### src/csp_pkg.sv
// Constants for the compare unit with pin steering.
// Functional notes
// - Compare full 16-bit value against timer1 count continuously; equality is a match.
// - On match act per 4-bit mode: toggle, set, clear, trigger or interrupt only.
// - Every compare mode sets the unit's interrupt flag on a match.
// - Mode 1010 sets the flag and leaves the pin uncontrolled.
// - Mode 1011 resets timer1; unit 2 with ADC enabled starts conversion.
// - Trigger fires at match; timer cleared at next timer1 clock edge.
// - Trigger-caused timer1 reset never sets the overflow flag.
// - If match vanishes before the reset edge, the timer reset is skipped.
// - Writing zero to control forces compare output latch low.
// - Compare actions need not happen during sleep.
// - Steering bit 0 routes unit 2 to port C pin 1 or port B pin 3.
// - Steering bit 1 takes slave select from port A pin 5 or pin 0.
// - Steering bits 7..2 read zero; both steering bits reset to zero.
// - Timer1 off when on bit 0; gated by input when gate enable set.
package csp_pkg;
	localparam logic [7:0] ADR_STEER    = 8'h00;
	localparam logic [7:0] ADR_CTL1     = 8'h04;
	localparam logic [7:0] ADR_CTL2     = 8'h08;
	localparam logic [7:0] ADR_VAL1_LO  = 8'h0c;
	localparam logic [7:0] ADR_VAL1_HI  = 8'h10;
	localparam logic [7:0] ADR_VAL2_LO  = 8'h14;
	localparam logic [7:0] ADR_VAL2_HI  = 8'h18;
	localparam logic [7:0] ADR_T1CTL    = 8'h1c;
	localparam logic [7:0] ADR_T1_LO    = 8'h20;
	localparam logic [7:0] ADR_T1_HI    = 8'h24;
	localparam logic [7:0] ADR_IRQ_STAT = 8'h28;
	localparam logic [7:0] ADR_IRQ_MASK = 8'h2c;
	localparam logic [7:0] ADR_PIN_DIR  = 8'h30;

	localparam int STEER_UNIT2 = 0;
	localparam int STEER_SS    = 1;
	localparam logic [1:0] STEER_RST = 2'h0;

	localparam int T1_ON     = 0;
	localparam int T1_GATE   = 1;
	localparam int T1_EXTCK  = 2;
	localparam int T1_ADC_EN = 3;
	localparam logic [3:0] T1CTL_RST = 4'h0;

	localparam int IRQ_CMP1 = 0;
	localparam int IRQ_CMP2 = 1;
	localparam int IRQ_OVF  = 2;
	localparam logic [2:0] IRQ_RST = 3'h0;

	localparam logic [1:0] PIN_DIR_RST = 2'h3;
	localparam logic [5:0] CTL_RST     = 6'h00;
	localparam logic [15:0] VAL_RST    = 16'h0000;

	localparam logic [1:0] PRESC_LAST = 2'h3;

	localparam logic [3:0] MODE_OFF    = 4'h0;
	localparam logic [3:0] MODE_TOGGLE = 4'h2;
	localparam logic [3:0] MODE_SET    = 4'h8;
	localparam logic [3:0] MODE_CLR    = 4'h9;
	localparam logic [3:0] MODE_SWI    = 4'ha;
	localparam logic [3:0] MODE_SEVT   = 4'hb;

	function automatic logic is_cmp_mode(input logic [3:0] m);
		return (m == MODE_TOGGLE) || (m[3:2] == 2'b10);
	endfunction
endpackage

### src/csp_cmp_chan.sv
// One compare channel: match detect, output latch, flag and trigger pulses.
`timescale 1ns/1ps
module csp_cmp_chan
	import csp_pkg::*;
(
	input  wire logic        clk_i,     // System clock
	input  wire logic        rst_i,     // Synchronous reset
	input  wire logic [15:0] count_i,   // Timer1 count
	input  wire logic [15:0] value_i,   // Compare value
	input  wire logic [3:0]  mode_i,    // Current mode field
	input  wire logic        ctl_wr_i,  // Control register write strobe
	input  wire logic [3:0]  ctl_mode_i,// Mode being written
	input  wire logic        run_i,     // Low while asleep
	output logic             match_o,   // Equality level
	output logic             out_o,     // Compare output latch
	output logic             drive_o,   // Unit owns its pin
	output logic             flag_o,    // One-cycle match flag pulse
	output logic             trig_o     // One-cycle special event pulse
);
	logic match_q_r;
	logic evt;

	assign match_o = (count_i == value_i);
	// Only the rising of equality counts, so a stalled timer flags once
	assign evt = match_o && !match_q_r && run_i;
	// Software interrupt and trigger modes leave the pin alone
	assign drive_o = (mode_i == MODE_TOGGLE) || (mode_i == MODE_SET)
		|| (mode_i == MODE_CLR);

	always_ff @(posedge clk_i) begin
		if (rst_i) begin
			match_q_r <= 1'b0;
		end else begin
			match_q_r <= match_o;
		end
	end

	always_ff @(posedge clk_i) begin
		if (rst_i) begin
			out_o <= 1'b0;
		end else if (ctl_wr_i) begin
			if (ctl_mode_i == MODE_OFF || ctl_mode_i == MODE_SET) begin
				out_o <= 1'b0;
			end else if (ctl_mode_i == MODE_CLR) begin
				out_o <= 1'b1;
			end
		end else if (evt) begin
			unique case (mode_i)
				MODE_TOGGLE: out_o <= !out_o;
				MODE_SET:    out_o <= 1'b1;
				MODE_CLR:    out_o <= 1'b0;
				default:     out_o <= out_o;
			endcase
		end
	end

	always_ff @(posedge clk_i) begin
		if (rst_i) begin
			flag_o <= 1'b0;
			trig_o <= 1'b0;
		end else begin
			flag_o <= evt && is_cmp_mode(mode_i);
			trig_o <= evt && (mode_i == MODE_SEVT);
		end
	end
endmodule // csp_cmp_chan

### src/csp_compare_top.sv
// Compare unit pair with timer1, pin steering and a Wishbone register file.
//
// Design decisions made here: the register offsets and the Wishbone slave port.
`timescale 1ns/1ps
module csp_compare_top
	import csp_pkg::*;
(
	input  wire logic        clk_i,        // System clock, 50 MHz
	input  wire logic        rst_i,        // Synchronous reset, active high
	input  wire logic        wb_cyc_i,     // Wishbone cycle
	input  wire logic        wb_stb_i,     // Wishbone strobe
	input  wire logic        wb_we_i,      // Wishbone write enable
	input  wire logic [7:0]  wb_adr_i,     // Byte address
	input  wire logic [3:0]  wb_sel_i,     // Byte lanes
	input  wire logic [31:0] wb_dat_i,     // Write data
	output logic [31:0]      wb_dat_o,     // Read data
	output logic             wb_ack_o,     // Acknowledge
	input  wire logic        t1_ck_pin_i,  // External timer1 clock pin
	input  wire logic        t1_gate_pin_i,// Timer1 gate pin
	input  wire logic        sleep_i,      // Sleep request from core logic
	input  wire logic        ss_pa5_i,     // Slave select on port A pin 5
	input  wire logic        ss_pa0_i,     // Slave select on port A pin 0
	output logic             ss_sel_o,     // Steered slave select level
	output logic             unit1_o,      // Unit 1 pin value
	output logic             unit1_oe_o,   // Unit 1 pin enable
	output logic             unit2_pc1_o,  // Unit 2 on port C pin 1
	output logic             unit2_pc1_oe_o,// Enable for port C pin 1
	output logic             unit2_pb3_o,  // Unit 2 on port B pin 3
	output logic             unit2_pb3_oe_o,// Enable for port B pin 3
	output logic             adc_go_o,     // One-cycle ADC start pulse
	output logic             trig_o,       // One-cycle special event pulse
	output logic             irq_o         // Level interrupt
);
	logic [1:0]  steer_r;
	logic [5:0]  ctl1_r;
	logic [5:0]  ctl2_r;
	logic [15:0] val1_r;
	logic [15:0] val2_r;
	logic [3:0]  t1ctl_r;
	logic [15:0] t1_r;
	logic [2:0]  irq_stat_r;
	logic [2:0]  irq_mask_r;
	logic [1:0]  pin_dir_r;
	logic [1:0]  presc_r;
	logic        ack_r;
	logic [31:0] rdat_nxt;
	logic        wr_en;
	logic        lane0;

	// Pin synchronisers
	logic ck_s1_r, ck_s2_r, ck_s3_r;
	logic gt_s1_r, gt_s2_r;
	logic s5_s1_r, s5_s2_r;
	logic s0_s1_r, s0_s2_r;

	logic run;
	logic tick;
	logic t1_count_en;
	logic sevt_hold;
	logic m1, m2, o1, o2, d1, d2, f1, f2, tr1, tr2;
	logic wr_ctl1, wr_ctl2;

	function automatic logic adr_hit(input logic [7:0] a, input logic [7:0] r);
		return a == r;
	endfunction

	// Bus side
	assign lane0 = wb_sel_i[0];
	// Writes land on the edge where the master sees ack high
	assign wr_en = wb_cyc_i && wb_stb_i && wb_we_i && ack_r && lane0;
	assign wr_ctl1 = wr_en && adr_hit(wb_adr_i, ADR_CTL1);
	assign wr_ctl2 = wr_en && adr_hit(wb_adr_i, ADR_CTL2);

	always_ff @(posedge clk_i) begin
		if (rst_i) begin
			ack_r <= 1'b0;
			wb_dat_o <= 32'h0000_0000;
		end else begin
			ack_r <= wb_cyc_i && wb_stb_i && !ack_r;
			wb_dat_o <= rdat_nxt;
		end
	end
	assign wb_ack_o = ack_r;

	always_comb begin
		rdat_nxt = 32'h0000_0000;
		unique case (wb_adr_i)
			ADR_STEER:    rdat_nxt[1:0] = steer_r;
			ADR_CTL1:     rdat_nxt[5:0] = ctl1_r;
			ADR_CTL2:     rdat_nxt[5:0] = ctl2_r;
			ADR_VAL1_LO:  rdat_nxt[7:0] = val1_r[7:0];
			ADR_VAL1_HI:  rdat_nxt[7:0] = val1_r[15:8];
			ADR_VAL2_LO:  rdat_nxt[7:0] = val2_r[7:0];
			ADR_VAL2_HI:  rdat_nxt[7:0] = val2_r[15:8];
			ADR_T1CTL:    rdat_nxt[3:0] = t1ctl_r;
			ADR_T1_LO:    rdat_nxt[7:0] = t1_r[7:0];
			ADR_T1_HI:    rdat_nxt[7:0] = t1_r[15:8];
			ADR_IRQ_STAT: rdat_nxt[2:0] = irq_stat_r;
			ADR_IRQ_MASK: rdat_nxt[2:0] = irq_mask_r;
			ADR_PIN_DIR:  rdat_nxt[1:0] = pin_dir_r;
			default:      rdat_nxt = 32'h0000_0000;
		endcase
	end

	// Configuration registers
	always_ff @(posedge clk_i) begin
		if (rst_i) begin
			steer_r <= STEER_RST;
		end else if (wr_en && adr_hit(wb_adr_i, ADR_STEER)) begin
			steer_r <= wb_dat_i[1:0];
		end
	end

	always_ff @(posedge clk_i) begin
		if (rst_i) begin
			ctl1_r <= CTL_RST;
			ctl2_r <= CTL_RST;
		end else begin
			if (wr_ctl1) begin
				ctl1_r <= wb_dat_i[5:0];
			end
			if (wr_ctl2) begin
				ctl2_r <= wb_dat_i[5:0];
			end
		end
	end

	always_ff @(posedge clk_i) begin
		if (rst_i) begin
			val1_r <= VAL_RST;
			val2_r <= VAL_RST;
		end else if (wr_en) begin
			if (adr_hit(wb_adr_i, ADR_VAL1_LO)) begin
				val1_r[7:0] <= wb_dat_i[7:0];
			end
			if (adr_hit(wb_adr_i, ADR_VAL1_HI)) begin
				val1_r[15:8] <= wb_dat_i[7:0];
			end
			if (adr_hit(wb_adr_i, ADR_VAL2_LO)) begin
				val2_r[7:0] <= wb_dat_i[7:0];
			end
			if (adr_hit(wb_adr_i, ADR_VAL2_HI)) begin
				val2_r[15:8] <= wb_dat_i[7:0];
			end
		end
	end

	always_ff @(posedge clk_i) begin
		if (rst_i) begin
			t1ctl_r <= T1CTL_RST;
			irq_mask_r <= IRQ_RST;
			pin_dir_r <= PIN_DIR_RST;
		end else if (wr_en) begin
			if (adr_hit(wb_adr_i, ADR_T1CTL)) begin
				t1ctl_r <= wb_dat_i[3:0];
			end
			if (adr_hit(wb_adr_i, ADR_IRQ_MASK)) begin
				irq_mask_r <= wb_dat_i[2:0];
			end
			if (adr_hit(wb_adr_i, ADR_PIN_DIR)) begin
				pin_dir_r <= wb_dat_i[1:0];
			end
		end
	end

	// Pin inputs pass two flops; the third stage only feeds edge detect
	always_ff @(posedge clk_i) begin
		if (rst_i) begin
			ck_s1_r <= 1'b0;
			ck_s2_r <= 1'b0;
			ck_s3_r <= 1'b0;
			gt_s1_r <= 1'b0;
			gt_s2_r <= 1'b0;
			s5_s1_r <= 1'b1;
			s5_s2_r <= 1'b1;
			s0_s1_r <= 1'b1;
			s0_s2_r <= 1'b1;
		end else begin
			ck_s1_r <= t1_ck_pin_i;
			ck_s2_r <= ck_s1_r;
			ck_s3_r <= ck_s2_r;
			gt_s1_r <= t1_gate_pin_i;
			gt_s2_r <= gt_s1_r;
			s5_s1_r <= ss_pa5_i;
			s5_s2_r <= s5_s1_r;
			s0_s1_r <= ss_pa0_i;
			s0_s2_r <= s0_s1_r;
		end
	end

	// Timer1: internal quarter-rate tick or synchronised external edge
	always_ff @(posedge clk_i) begin
		if (rst_i) begin
			presc_r <= 2'h0;
		end else begin
			presc_r <= presc_r + 2'h1;
		end
	end

	// The system clock halts in sleep, so nothing counts or matches then
	assign run = !sleep_i;
	assign tick = run && (t1ctl_r[T1_EXTCK] ? (ck_s2_r && !ck_s3_r)
		: (presc_r == PRESC_LAST));
	assign t1_count_en = t1ctl_r[T1_ON]
		&& (!t1ctl_r[T1_GATE] || gt_s2_r);
	// Re-checked at the reset edge, so a moved compare value cancels it
	assign sevt_hold = (m1 && ctl1_r[3:0] == MODE_SEVT)
		|| (m2 && ctl2_r[3:0] == MODE_SEVT);

	always_ff @(posedge clk_i) begin
		if (rst_i) begin
			t1_r <= 16'h0000;
		end else if (wr_en && adr_hit(wb_adr_i, ADR_T1_LO)) begin
			t1_r[7:0] <= wb_dat_i[7:0];
		end else if (wr_en && adr_hit(wb_adr_i, ADR_T1_HI)) begin
			t1_r[15:8] <= wb_dat_i[7:0];
		end else if (tick && t1_count_en) begin
			if (sevt_hold) begin
				t1_r <= 16'h0000;
			end else begin
				t1_r <= t1_r + 16'h0001;
			end
		end
	end

	// Compare channels
	csp_cmp_chan u_chan1 (
		.clk_i      (clk_i),
		.rst_i      (rst_i),
		.count_i    (t1_r),
		.value_i    (val1_r),
		.mode_i     (ctl1_r[3:0]),
		.ctl_wr_i   (wr_ctl1),
		.ctl_mode_i (wb_dat_i[3:0]),
		.run_i      (run),
		.match_o    (m1),
		.out_o      (o1),
		.drive_o    (d1),
		.flag_o     (f1),
		.trig_o     (tr1)
	);

	csp_cmp_chan u_chan2 (
		.clk_i      (clk_i),
		.rst_i      (rst_i),
		.count_i    (t1_r),
		.value_i    (val2_r),
		.mode_i     (ctl2_r[3:0]),
		.ctl_wr_i   (wr_ctl2),
		.ctl_mode_i (wb_dat_i[3:0]),
		.run_i      (run),
		.match_o    (m2),
		.out_o      (o2),
		.drive_o    (d2),
		.flag_o     (f2),
		.trig_o     (tr2)
	);

	// Sticky status; a new event beats a same-cycle clear
	always_ff @(posedge clk_i) begin
		if (rst_i) begin
			irq_stat_r <= IRQ_RST;
		end else begin
			if (wr_en && adr_hit(wb_adr_i, ADR_IRQ_STAT)) begin
				irq_stat_r <= irq_stat_r & ~wb_dat_i[2:0];
			end
			if (f1) begin
				irq_stat_r[IRQ_CMP1] <= 1'b1;
			end
			if (f2) begin
				irq_stat_r[IRQ_CMP2] <= 1'b1;
			end
			// Trigger resets clear to zero without passing the wrap
			if (tick && t1_count_en && !sevt_hold && t1_r == 16'hffff) begin
				irq_stat_r[IRQ_OVF] <= 1'b1;
			end
		end
	end

	always_ff @(posedge clk_i) begin
		if (rst_i) begin
			irq_o <= 1'b0;
		end else begin
			irq_o <= |(irq_stat_r & irq_mask_r);
		end
	end

	// Trigger and ADC start
	always_ff @(posedge clk_i) begin
		if (rst_i) begin
			trig_o <= 1'b0;
			adc_go_o <= 1'b0;
		end else begin
			trig_o <= tr1 || tr2;
			adc_go_o <= tr2 && t1ctl_r[T1_ADC_EN];
		end
	end

	// Pin steering; direction bit low means output
	always_ff @(posedge clk_i) begin
		if (rst_i) begin
			ss_sel_o <= 1'b1;
			unit1_o <= 1'b0;
			unit1_oe_o <= 1'b0;
			unit2_pc1_o <= 1'b0;
			unit2_pc1_oe_o <= 1'b0;
			unit2_pb3_o <= 1'b0;
			unit2_pb3_oe_o <= 1'b0;
		end else begin
			ss_sel_o <= steer_r[STEER_SS] ? s0_s2_r : s5_s2_r;
			unit1_o <= o1;
			unit1_oe_o <= d1 && !pin_dir_r[0];
			unit2_pc1_o <= o2 && !steer_r[STEER_UNIT2];
			unit2_pc1_oe_o <= d2 && !pin_dir_r[1] && !steer_r[STEER_UNIT2];
			unit2_pb3_o <= o2 && steer_r[STEER_UNIT2];
			unit2_pb3_oe_o <= d2 && !pin_dir_r[1] && steer_r[STEER_UNIT2];
		end
	end
endmodule // csp_compare_top

### config.mk
export PLATFORM = sky130hd
export DESIGN_NAME = csp_compare_top
export DESIGN_NICKNAME = d
export VERILOG_FILES = /design/src/csp_pkg.sv /design/src/csp_cmp_chan.sv /design/src/csp_compare_top.sv
export SDC_FILE = /design/constraint.sdc
export NUM_CORES = 1
export LEC_CHECK = 0
export ABC_AREA = 1
export BUFFER_PORTS_ARGS = -buffer_cell sky130_fd_sc_hd__buf_2
export CAP_MARGIN = 30
export CORE_AREA = 2 2 142 144
export DETAILED_ROUTE_END_ITERATION = 8
export DIE_AREA = 0 0 144 146
export GPL_TIMING_DRIVEN = 0
export PLACE_DENSITY_LB_ADDON = 0.2
export SYNTH_ARGS = -nofsm -noshare
export SYNTH_HDL_FRONTEND = slang
export SYNTH_HIERARCHICAL = 1
export SYNTH_SLANG_ARGS = --single-unit
### constraint.sdc
create_clock -name clk_i -period 1.6 [get_ports clk_i]
set_input_delay 0.16 -clock clk_i [delete_from_list [all_inputs] [get_ports clk_i]]
set_output_delay 0.16 -clock clk_i [all_outputs]
set_load 0.02 [all_outputs]
==> out/summary.md, run 1 <==
The area growth from synthesis to layout is 26.6%. At the pin with the least slew margin, the transition time is 0.829 ns. The run gives 0 as the final number of max-transition violations.

Highest layer used for signal routing: met4. The run finished, with violations left. In the routed design, unresolved DRC markers number 0. Detailed routing placed a total of 9.82 mm of wire on met2. By count the netlist is led by 263 x nand2_1, 141 x nor2_1, 127 x inv_1. During synthesis, Yosys emitted a total of 6 warnings. Per-cell routed wire length: 16.0 um. Ranked by total cell area, the synthesized netlist is headed by dfxtp_1 35%, nand2_1 16%, nor2_1 8.3%. The run gives 0.422 as the clock group share of total power. The checks that failed: setup timing. Routability-driven placement finished with a final weighted congestion of 0.889.

After technology mapping, the gate count stands at 1010. The final layout contains routed wiring with a total length of 22.3 mm. The share of async-settable or async-resettable flops after synthesis came out at 0. Count of nets left with antenna violations after detail routing: 0. The worst hold slack is 0.0511 ns, and the number of max-cap violations is 0. The run gives 5 as the number of iterations in the first detailed-routing pass. The worst setup path is of the register to register kind. The vertical die dimension was 146 um; the fraction of the yosys area taken by sequential cells was 0.353. The clock passes through at most 2 buffers. The run gives 15.9 mm as the half-perimeter wire length after placement.

For this design the ratio of total power to cell area is 685 nW/um^2. The largest vdd supply drop is 435 uV, and the final clock period utilization by the worst path is 1.18. The tools report the power share of the combinational group as 0.073. For the initial antenna violation count, the log shows 0.

The most instantiated library cell after synthesis was nand2_1. The tools report the combined global-route utilization of all metal layers as 0.209. The final-report hold violation count was 0. The tools report the CTS root buffer as clkbuf_16.

The core region is 19300 um^2. The logs give 3.66 nW for the static leakage and 112 for the total clock sinks. The tools report the total congestion overflow as 0. The tools report the netlist area before placement as 6360 um^2. Internal power comes to 4.00 mW. The dominant register cell in the synthesized netlist is dfxtp_1.

The tools report the relative slew slack as 0.447. Timing analysis after detailed placement gives a worst setup slack of -0.641 ns. The floorplan step set the die width to 144 um. For the worst-skew pair, the clock arrives at the later sink with an insertion delay of 0.37 ns. Derived from the worst setup path, the maximum achievable clock frequency is 532 MHz. The die covers 21000 um^2.

The switching power share of the total came out at 0.274. The worst-case clock skew was 0.0145 ns; the count of inserted antenna diode cells was 0. The maximum number of pins on one net before global-route repair is 22, and the ratio of cells with drive above 1 in the final layout is 0.245. The required time at the worst-slack endpoint is 1.84 ns. The type of the tightest min-delay check was input port to register.

The cell type with the largest total area after synthesis is dfxtp_1. Setup violations remaining at the end of the flow were counted as 44. The top-level I/O count is 97. The worst setup path is launched from a register. Data on the critical path arrives at its endpoint at 2.12 ns.

For the CTS H-tree depth, the log shows 3. The first global-routing pass estimated 33.4 mm of wire. TritonCTS built the clock tree. The number of synthesized register bits was 112; the via density per instance was 4.75. Summed over all nets, the switching power comes to 1.51 mW. The tools report the part of the power in registers as 0.505. For the post-route met1 wirelength, the log shows 10.6 mm. Setup repair after global routing could not meet its margin everywhere. In the final design database the tool counted 1185 nets.

The tools report the number of global-route vias before repair as 5799. Counting distinct cell types in the post-synthesis netlist gives 34. STA classifies the critical path endpoint as a register. The routed layout has 6641 vias.

Buffers placed on the I/O ports in this run total 45. The mean cell area of the mapped netlist is 6.29 um^2. After floorplanning, the core was divided into 51 placement rows.

Yosys mapped a number of flops with a built-in enable equal to 0. The logs give -0.280 ns for the smallest setup slack after layout and 1.42 mm for the met3 layer wire length in the routed design. The initial cell density of the core is 0.329, and the largest fanout on the critical path is 6.

The final critical-path required period was 1.88 ns; the portion of synthesized cell area occupied by the leading cell type was 0.353. The number of clock buffers added by TritonCTS is 9. Clock-pin slew was measured on the worst setup and hold paths at 0.08 ns. After the first detailed-routing iteration, the DRC count stood at 510.
## metrics by stage
step	area, um^2	cells	TNS, ns	power [mW]	util
floorplan	6530	1033	-0.311	3.08	-
global placement	7090	1343	-15.98	3.23	0.367
detailed placement	7090	1343	-15.82	3.23	0.367
CTS	7720	1384	-6.73	5.54	0.399
global route	8050	1399	-10.12	5.68	0.416
finish	8050	1399	-6.44	5.51	0.416
## worst paths after layout
kind                start                 to  slack (ns)  cells after the start
setup / recovery  t1_r[6]            t1_r[7]       -0.28                     16
hold / removal      rst_i  u_chan1/match_q_r        0.05                      2
setup reg to reg  t1_r[6]            t1_r[7]       -0.28                     16
hold reg to reg   ck_s1_r            ck_s2_r        0.41                      2
## area by class of cell
| type | count | area, um^2 |
|---|---|---|
| clock buffers | 9 | 225 |
| fillers | 2055 | 11300 |
| clock inverters | 7 | 71.3 |
| flip-flops and latches | 112 | 2310 |
| inverters | 132 | 499 |
| plain buffers | 50 | 335 |
| multi-input cells | 738 | 3670 |
| well taps | 265 | 332 |
| repair buffers | 86 | 599 |
## placed cells by master, fill, tap and decap left out, types with 15 or more instances in the layout
cell type  count
nor2_2        15
nor2_1       131
dfxtp_4       15
a21oi_1       61
o21ai_0       47
nand2_2       15
nand3_1       70
buf_2         55
inv_1        116
buf_4         47
nand2_1      256
conb_1        24
dfxtp_1       86
## layer usage
layer / up-vias / track usage
met3: 31 / 0.0211
met4: 0 / 0.0686
met1: 3011 / 0.308
li1: 3372 / -
met2: 227 / 0.318
met5: - / 0
## power groups by stage
stage	logic (mW)	clock network [mW]	registers [mW]
3_5_place_dp	0.373	0	2.86
2_1_floorplan	0.226	0	2.86
6_report	0.403	2.33	2.78
5_1_grt	0.432	2.46	2.79
3_3_place_gp	0.373	0	2.86
4_1_cts	0.390	2.36	2.79
## sequential cells by signal (all words and copies together), names as in the netlist, 2 cells and up
register / cells
irq_stat_r: 3
pin_dir_r: 2
wb_dat_o: 8
irq_mask_r: 3
t1_r: 16
t1ctl_r: 4
ctl2_r: 6
ctl1_r: 6
val2_r: 16
presc_r: 2
steer_r: 2
val1_r: 16
## logic make-up (layout without fill, tap and decap cells)
kind of cell,count (synthesis),count (layout),share of synthesized area
and+or+nand+nor,557,557,0.384
xor gates and xnor gates,11,11,0.0152
DFF,112,112,0.353
other,1,24,0.000590
buffers and inverters,183,284,0.129
adders and majority gates,2,2,0.00394
AOI/OAI and AO/OA,144,144,0.115
## what timing repair did
| action | 4_1_cts | 5_1_grt |
|---|---|---|
| gates cloned | 2 | 1 |
| endpoints found under the hold margin | 4 | 0 |
| buffers inserted | 19 | 17 |
| gates resized for setup | 40 | 95 |
| pin swaps | 23 | 51 |
| setup endpoints to repair | 63 | 48 |
| hold buffers | 4 | 0 |
## worst max-delay path, cell delays in order (launching register included)
cell and delay [ns]:
dfxtp_4 0.41, nand2_1 0.06, inv_1 0.05, nor2_1 0.03, nor2_1 0.14, nand2_1 0.11
nor2_4 0.17, nand2_2 0.08, inv_2 0.05, nand3_2 0.07, nor2_4 0.11, nor2_4 0.07
buf_8 0.14, nand3_2 0.05, nor2_1 0.05, nor2_1 0.11, nor2_1 0.04
Note: power is estimated with default switching activity, not from simulation.
==> inputs of run 2 (changes only) <==
--- a/config.mk
+++ b/config.mk
@@ -8,12 +8,12 @@
 export ABC_AREA = 1
 export BUFFER_PORTS_ARGS = -buffer_cell sky130_fd_sc_hd__buf_2
 export CAP_MARGIN = 30
-export CORE_AREA = 2 2 142 144
+export CORE_AREA = 2 2 136 138
 export DETAILED_ROUTE_END_ITERATION = 8
-export DIE_AREA = 0 0 144 146
+export DIE_AREA = 0 0 138 140
+export GPL_ROUTABILITY_DRIVEN = 0
 export GPL_TIMING_DRIVEN = 0
 export PLACE_DENSITY_LB_ADDON = 0.2
 export SYNTH_ARGS = -nofsm -noshare
 export SYNTH_HDL_FRONTEND = slang
-export SYNTH_HIERARCHICAL = 1
 export SYNTH_SLANG_ARGS = --single-unit
==> out/summary.md, run 2 <==
After the last flow step, the layout net total stands at 1022. The number of design-rule violations left by the first detailed-router iteration was 619. The launch point of the critical path is t1_r[0]. The transition at the pin with the smallest max-transition slack is 0.786 ns, and the via total after detailed routing is 5886.

The global routing usage on met2 was 0.320; the CTS H-tree depth was 3. The detail route stage leaves a number of antenna-violating nets equal to 0. The tools report the half-perimeter wire length after placement as 14.4 mm. The ratio of cells with drive above 1 in the final layout came out at 0.276. Counting flops with a built-in enable in the synthesized netlist gives 0. Counting instances in the post-synthesis netlist gives the leading cell types as 173 x nand2_1, 114 x inv_1, 112 x dfxtp_1. Sort of element at the end of the critical path: a register. nand2_1 is the most common cell in the netlist. The smallest setup slack after layout came out at -0.0886 ns. The final-report hold violation count came out at 0. The fraction of the yosys area taken by sequential cells was 0.385. Pin placement for this block handled 97 I/O pins. In this run the mean area of a mapped cell was 6.87 um^2.

The initial cell density of the core was 0.327; the count of placed standard cells including taps was 1143. Entering global routing, the biggest net connects 20 pins. After global routing, the most crowded layer is met2.

Number of max-cap violations: 0. The run finished, with violations left. The most common library cell in the layout ignoring fill and taps was nand2_1. After detailed routing, the average wire length per cell comes to 16.5 um. The via density per instance came out at 4.91. The path with the worst hold slack has its endpoint at wb_ack_o. For the count of mapped cells out of synthesis, the log shows 847. Data arrives at the worst endpoint at 1.90 ns. Prior to clock tree synthesis, the placed netlist has a worst setup slack of -0.582 ns. The final clock period utilization by the worst path works out to 1.06. The main combinational cell family by area after synthesis is simple AND/OR/NAND/NOR gates. During placement, the flow inserted port buffers numbering 44.

The final critical-path required period is 1.69 ns, and the met3 track demand over resource is 0.0342. The share of async-settable or async-resettable flops after synthesis works out to 0. The final number of max-transition violations is 0, and the required time at the worst-slack endpoint is 1.81 ns.

No sink is reached through more buffers than the 2 on the longest clock path. The count of cells in the finished layout, fillers not included, comes to 1200. The multiplexer share of the synthesized area is 0, and the power per unit of standard cell area is 726 nW/um^2. After clock tree synthesis, the clock-pin slew on the worst setup and hold paths is 0.08 ns. The logs give 3.31 nW for the static leakage and 5345 for the number of global-route vias before repair. The depth of the most critical reg-to-reg path was 12. The portion of synthesized cell area occupied by the leading cell type was 0.385; the final setup violation count was 16. TritonCTS built the clock tree. VDD sags by at most 525 uV.

In this run the cell area of the synthesized design comes to 5820 um^2. The combined global-route utilization of all metal layers is 0.204, and the number of iterations in the first detailed-routing pass is 6. The die covers 19300 um^2. For the final routed database, the setup TNS stands at -0.658 ns.

Yosys printed 0 warnings. Of all nets on the critical path, the largest fanout is 5. STA classifies the critical path startpoint as a register.

The parity-gate share of the synthesized area counting xor and xnor cells came out at 0.0211. Global routing finished with a remaining overflow of 0. The die is 138 um wide. The category of the most critical setup path is register to register. Counting the buffers created by CTS gives 9.

The routing usage on met1 is 0.285, and the first-pass GRT wire length is 30.6 mm. The vertical die dimension works out to 140 um. At the later pin of the worst-skew pair, clock insertion delay measures 0.37 ns. In the layout the commonest cells are 156 x nand2_1, 99 x inv_1, 95 x dfxtp_1.

The path class of the tightest hold or removal check is input port to register. For this run, design rule violations remaining after detail routing come to 0. The repair_antennas step left the layout with diodes totalling 0. The beginning of the worst register-to-register path was t1_r[0]. The biggest area contributor in the post-synthesis netlist is dfxtp_1. The largest registers in the layout are t1_r (16), val1_r (16), val2_r (16). The tools report the CTS root buffer as clkbuf_16. The share of the synthesized area in compound gates (AO/OA/AOI/OAI) works out to 0.196. The tools report the total clock sinks as 112. The number of distinct standard cells referenced by the synthesized netlist came out at 38. For the timing-limited maximum frequency, the log shows 592 MHz. The checks that failed: setup timing. The setup check on the worst reg-to-reg path leaves a slack of -0.09 ns. The synthesized design contains 112 register bits. For this block, the routed nets add up to 19.8 mm of wire. The total area inside the core boundary comes to 17800 um^2. In this run the critical register-to-register path is captured at t1_r[10]. Setup repair after global routing could not meet its margin everywhere. The clock arrives with 0.0115 ns of skew. The relative slew slack was 0.476; the post-synthesis share of cell area spent on and, or, nand and nor gates was 0.258. The placement row count was 49. The synthesis-to-layout area growth works out to 28.8%. The dominant register cell in the synthesized netlist is dfxtp_1. The startpoint identified for the worst hold timing path is wb_stb_i.

The synthesized-area fraction occupied by adder cells works out to 0.00430. Sorting the synthesized cells by area gives the leading types as dfxtp_1 39%, nand2_1 11%, a21oi_1 7.7%. The initial antenna violation count was 0. Counting instances, the worst hold path has a depth of 3.
-- run 2: layer usage --
layer / routed length (um) / vias up / share of wire
met3: 1300 / 23 / 0.066
met1: 9340 / 2693 / 0.47
met4: 323 / 0 / 0.016
met2: 8820 / 229 / 0.45
met5: 0 / - / 0
li1: - / 2941 / -
-- run 2: area by class of cell --
type / instances / area [um^2]
Buffer: 48 / 362
Timing Repair Buffer: 85 / 573
Fill cell: 1881 / 10300
Clock inverter: 5 / 45.0
Clock buffer: 11 / 243
Tap cell: 229 / 287
Inverter: 125 / 505
Multi-Input combinational cell: 585 / 3190
Sequential cell: 112 / 2290
-- run 2: report_power, final --
part           leakage [nW]  switching, mW  internal [mW]
combinational          2.26          0.249          0.112
clock                 0.139           1.16           1.13
sequential            0.917        0.00530           2.79
total                  3.31           1.41           4.03
-- run 2: worst max path at each step --
stage | end | slack, ns | depth (start not counted)
after floorplan | t1_r[2] | 0.01 | 11
after global placement | t1_r[0] | -0.56 | 11
after detailed placement | irq_stat_r[2] | -0.58 | 11
after CTS | irq_stat_r[2] | -0.07 | 9
after global routing | t1_r[8] | -0.19 | 12
final | t1_r[10] | -0.09 | 12
-- run 2: repair_timing --
action,CTS,global route
resized for setup,85,71
cloned,0,1
hold buffers,4,0
pin swaps,20,28
endpoints found under the setup margin,40,39
endpoints found under the hold margin,4,0
buffers inserted,25,11
-- run 2: cells by family (layout without fill, tap and decap cells) --
family	Yosys count	in the layout
other	1	24
XOR/XNOR	14	14
flip-flops	112	112
buffers and inverters	173	274
AND/OR/NAND/NOR	335	335
AO/OA/AOI/OAI	210	210
adder cells (fa/ha/maj)	2	2
-- run 2: worst max-delay path, cell delays in order (launching register included) --
cell and delay (ns):
dfxtp_4 0.40, clkinvlp_4 0.15, nand2_2 0.08, nand2_1 0.05, nor2_1 0.10, nand2_1 0.09
nor2_4 0.13, nand3_4 0.12, buf_6 0.17, nand3_2 0.08, nand2_2 0.05, nand2_2 0.07
a21oi_2 0.05
-- run 2: stage by stage --
stage | total power, mW | hold WS, ns | util | area, um^2
global placement | 3.22 | 0.346 | 0.361 | 6420
CTS | 5.46 | 0.0853 | 0.405 | 7210
finish | 5.44 | 0.0830 | 0.421 | 7490
global route | 5.62 | 0.0928 | 0.421 | 7490
floorplan | 3.08 | 0.264 | - | 5910
detailed placement | 3.21 | 0.344 | 0.361 | 6420
==> inputs of run 3 (changes only) <==
==> constraint.sdc (replaced) <==
create_clock -name clk_i -period 1.6 [get_ports clk_i]
set_input_delay 0.32 -clock clk_i [delete_from_list [all_inputs] [get_ports clk_i]]
set_output_delay 0.32 -clock clk_i [all_outputs]
set_load 0.02 [all_outputs]
==> out/summary.md, run 3 (synthesis results as in run 2) <==
The tools report the number of design-rule violations left by the first detailed-router iteration as 583. The tools report the CTS root buffer as clkbuf_16. The critical path crosses 12 cells after its start point.

The first-pass GRT wire length is 30.7 mm, and the clock slew at the register clock pins of the worst setup and hold paths is 0.08 ns. The worst setup path is of the register to register kind. The routed layout has 5869 vias.

In the layout the commonest cells are 155 x nand2_1, 98 x inv_1, 95 x dfxtp_1. Final hold analysis gives a worst-case slack of 0.131 ns. STA classifies the critical path startpoint as a register. The combined global-route utilization of all metal layers is 0.204, and the maximum number of pins on one net before global-route repair is 20. On the worst path, the slowest cell contributes a delay of 0.40 ns. 0 antenna diodes ended up in the layout. STA puts the critical path data required time at 1.81 ns. The final-report hold violation count is 0. The checks that failed: setup timing. The clock buffer count from CTS is 9, and the ratio of cells with drive above 1 in the final layout is 0.281. The tools report the placement row count as 49.

The worst setup path is captured at a register. The total overflow left after global routing is 0. The worst-case clock skew is 0.0113 ns, and the power per unit of standard cell area is 727 nW/um^2.

Core outline area: 17800 um^2. The number of global-route vias before repair came out at 5354. The half-perimeter wire length after placement came out at 14.4 mm. Kind of cell adding the most delay to the critical path: simple AND/OR/NAND/NOR gates. The transition at the pin with the smallest max-transition slack is 0.797 ns. The logs give 1.91 ns for the data arrival at the endpoint of the critical path and 0.513 for the part of the power in registers. The vertical die dimension was 140 um.

The clock network latency to the later pin of the worst-skew pair was 0.37 ns. The signal on the critical path passes through clkinvlp_4 > nand2_2 > nand2_1 > nor2_1 > nand2_1 > nor2_4 > nand3_4 > buf_6 > nand3_2 > nand2_2 > nand2_2 > a21oi_2. For this design the top-level I/O count stands at 97. Summed over all cells, the static leakage comes to 3.32 nW. The switching power share of the total was 0.260; the per-cell routed wire length was 16.6 um.

Across the VDD grid, the largest voltage drop is 525 uV. The count of placed standard cells including taps was 1143. Cell repeated most along the worst path: nand2_2. Type of the tightest min-delay check: input port to register. Timing would allow up to 591 MHz. Number of port buffers: 44. Along the worst path, the maximum fanout reaches 5.

The final critical-path required period was 1.69 ns. The largest registers in the layout are t1_r (16), val1_r (16), val2_r (16). The relative slew slack is 0.469. For this design, the slowest cell found on the critical path is dfxtp_4.

The initial cell density of the core was 0.327; the final number of max-transition violations was 0. The endpoint identified for the worst register-to-register timing path is t1_r[10]. The flow ran to the end, but the final reports show violations. The logs give 16 for the final setup violation count and 0 for the count of nets left with antenna violations after detail routing. Count of placed standard cells in the final layout, fillers left out: 1197. The tools report the smallest setup slack after layout as -0.0916 ns. The beginning of the worst register-to-register path is t1_r[0]. The clock drives 112 sinks. The setup check on the worst reg-to-reg path leaves a slack of -0.09 ns.

The post-detailed-placement cell area was 6420 um^2; the synthesis-to-layout area growth was 28.5%. The clock group share of total power came out at 0.421. The die is 138 um wide. Setup repair after global routing could not meet its margin everywhere. Number of remaining DRC errors: 0.

The most common library cell in the layout ignoring fill and taps is nand2_1. The run gives 1.42 mW as the power spent charging and discharging nets. The floorplan step defined a die boundary enclosing 19300 um^2.

For the power share of the combinational group, the log shows 0.066. Dividing the detail-routed via count by the number of cells gives 4.90. The final clock period utilization by the worst path was 1.06. Number of nets in the layout: 1019. The CTS H-tree depth was 3. Together, buffers and inverters on the worst path number 2. For the worst flop-to-flop path, the logic depth is 12.

The launch point of the critical path was t1_r[0]. The final standard cell utilization of the core was 0.421. The number of max-cap violations came out at 0.

The routed design has 19.9 mm of wire. The first TritonRoute pass finished after 6 iterations. The maximum count of clock buffers along a single path was 2. TritonCTS built the clock tree. The final design instance area without fill was 7480 um^2; the internal portion of total power was 4.02 mW. The run gives 0 as the initial antenna violation count.

The end of the critical path was t1_r[10].
==> run 3: per-layer routing <==
metal  share of wire  global-route usage  vias to the layer above
li1                -                   -                     2934
met1            0.47               0.285                     2695
met2            0.45               0.321                      219
met3           0.069              0.0342                       21
met4           0.016              0.0693                        0
met5               0                   0                        -
==> run 3: cell type report <==
type | count | area, um^2
Buffer | 48 | 358
Clock buffer | 11 | 243
Clock inverter | 5 | 45.0
Fill cell | 1883 | 10300
Inverter | 125 | 505
Multi-Input combinational cell | 585 | 3210
Sequential cell | 112 | 2290
Tap cell | 229 | 287
Timing Repair Buffer | 82 | 541
==> run 3: power groups by stage <==
stage | logic (mW) | registers, mW | clock network (mW)
finish | 0.358 | 2.79 | 2.29
floorplan | 0.208 | 2.88 | 0
detailed placement | 0.339 | 2.88 | 0
CTS | 0.345 | 2.79 | 2.32
global placement | 0.341 | 2.87 | 0
global route | 0.385 | 2.79 | 2.44
==> run 3: per-stage QoR <==
stage,setup TNS (ns),setup slack (ns),power (mW)
6_report,-0.806,-0.0916,5.44
4_1_cts,-0.391,-0.0742,5.46
3_5_place_dp,-27.65,-0.607,3.21
3_3_place_gp,-29.09,-0.649,3.22
2_1_floorplan,0,0.0133,3.08
5_1_grt,-2.97,-0.185,5.62
==> run 3: what timing repair did <==
item                                   CTS  global route
setup buffers                           25            12
setup endpoints to repair               49            38
hold buffers                             0             0
gates resized for setup                 89            72
endpoints found under the hold margin    0             0
pin swaps                               20            29
cloned                                   0             1
==> run 3: worst min path at each step <==
stage	start	end	slack (ns)	cells past startpoint
final	ss_pa0_i	s0_s1_r	0.13	2
after global routing	ss_pa0_i	s0_s1_r	0.13	2
after CTS	ss_pa0_i	s0_s1_r	0.12	2
after detailed placement	ck_s1_r	ck_s2_r	0.40	2
after global placement	ck_s1_r	ck_s2_r	0.39	2
after floorplan	ck_s1_r	ck_s2_r	0.39	2
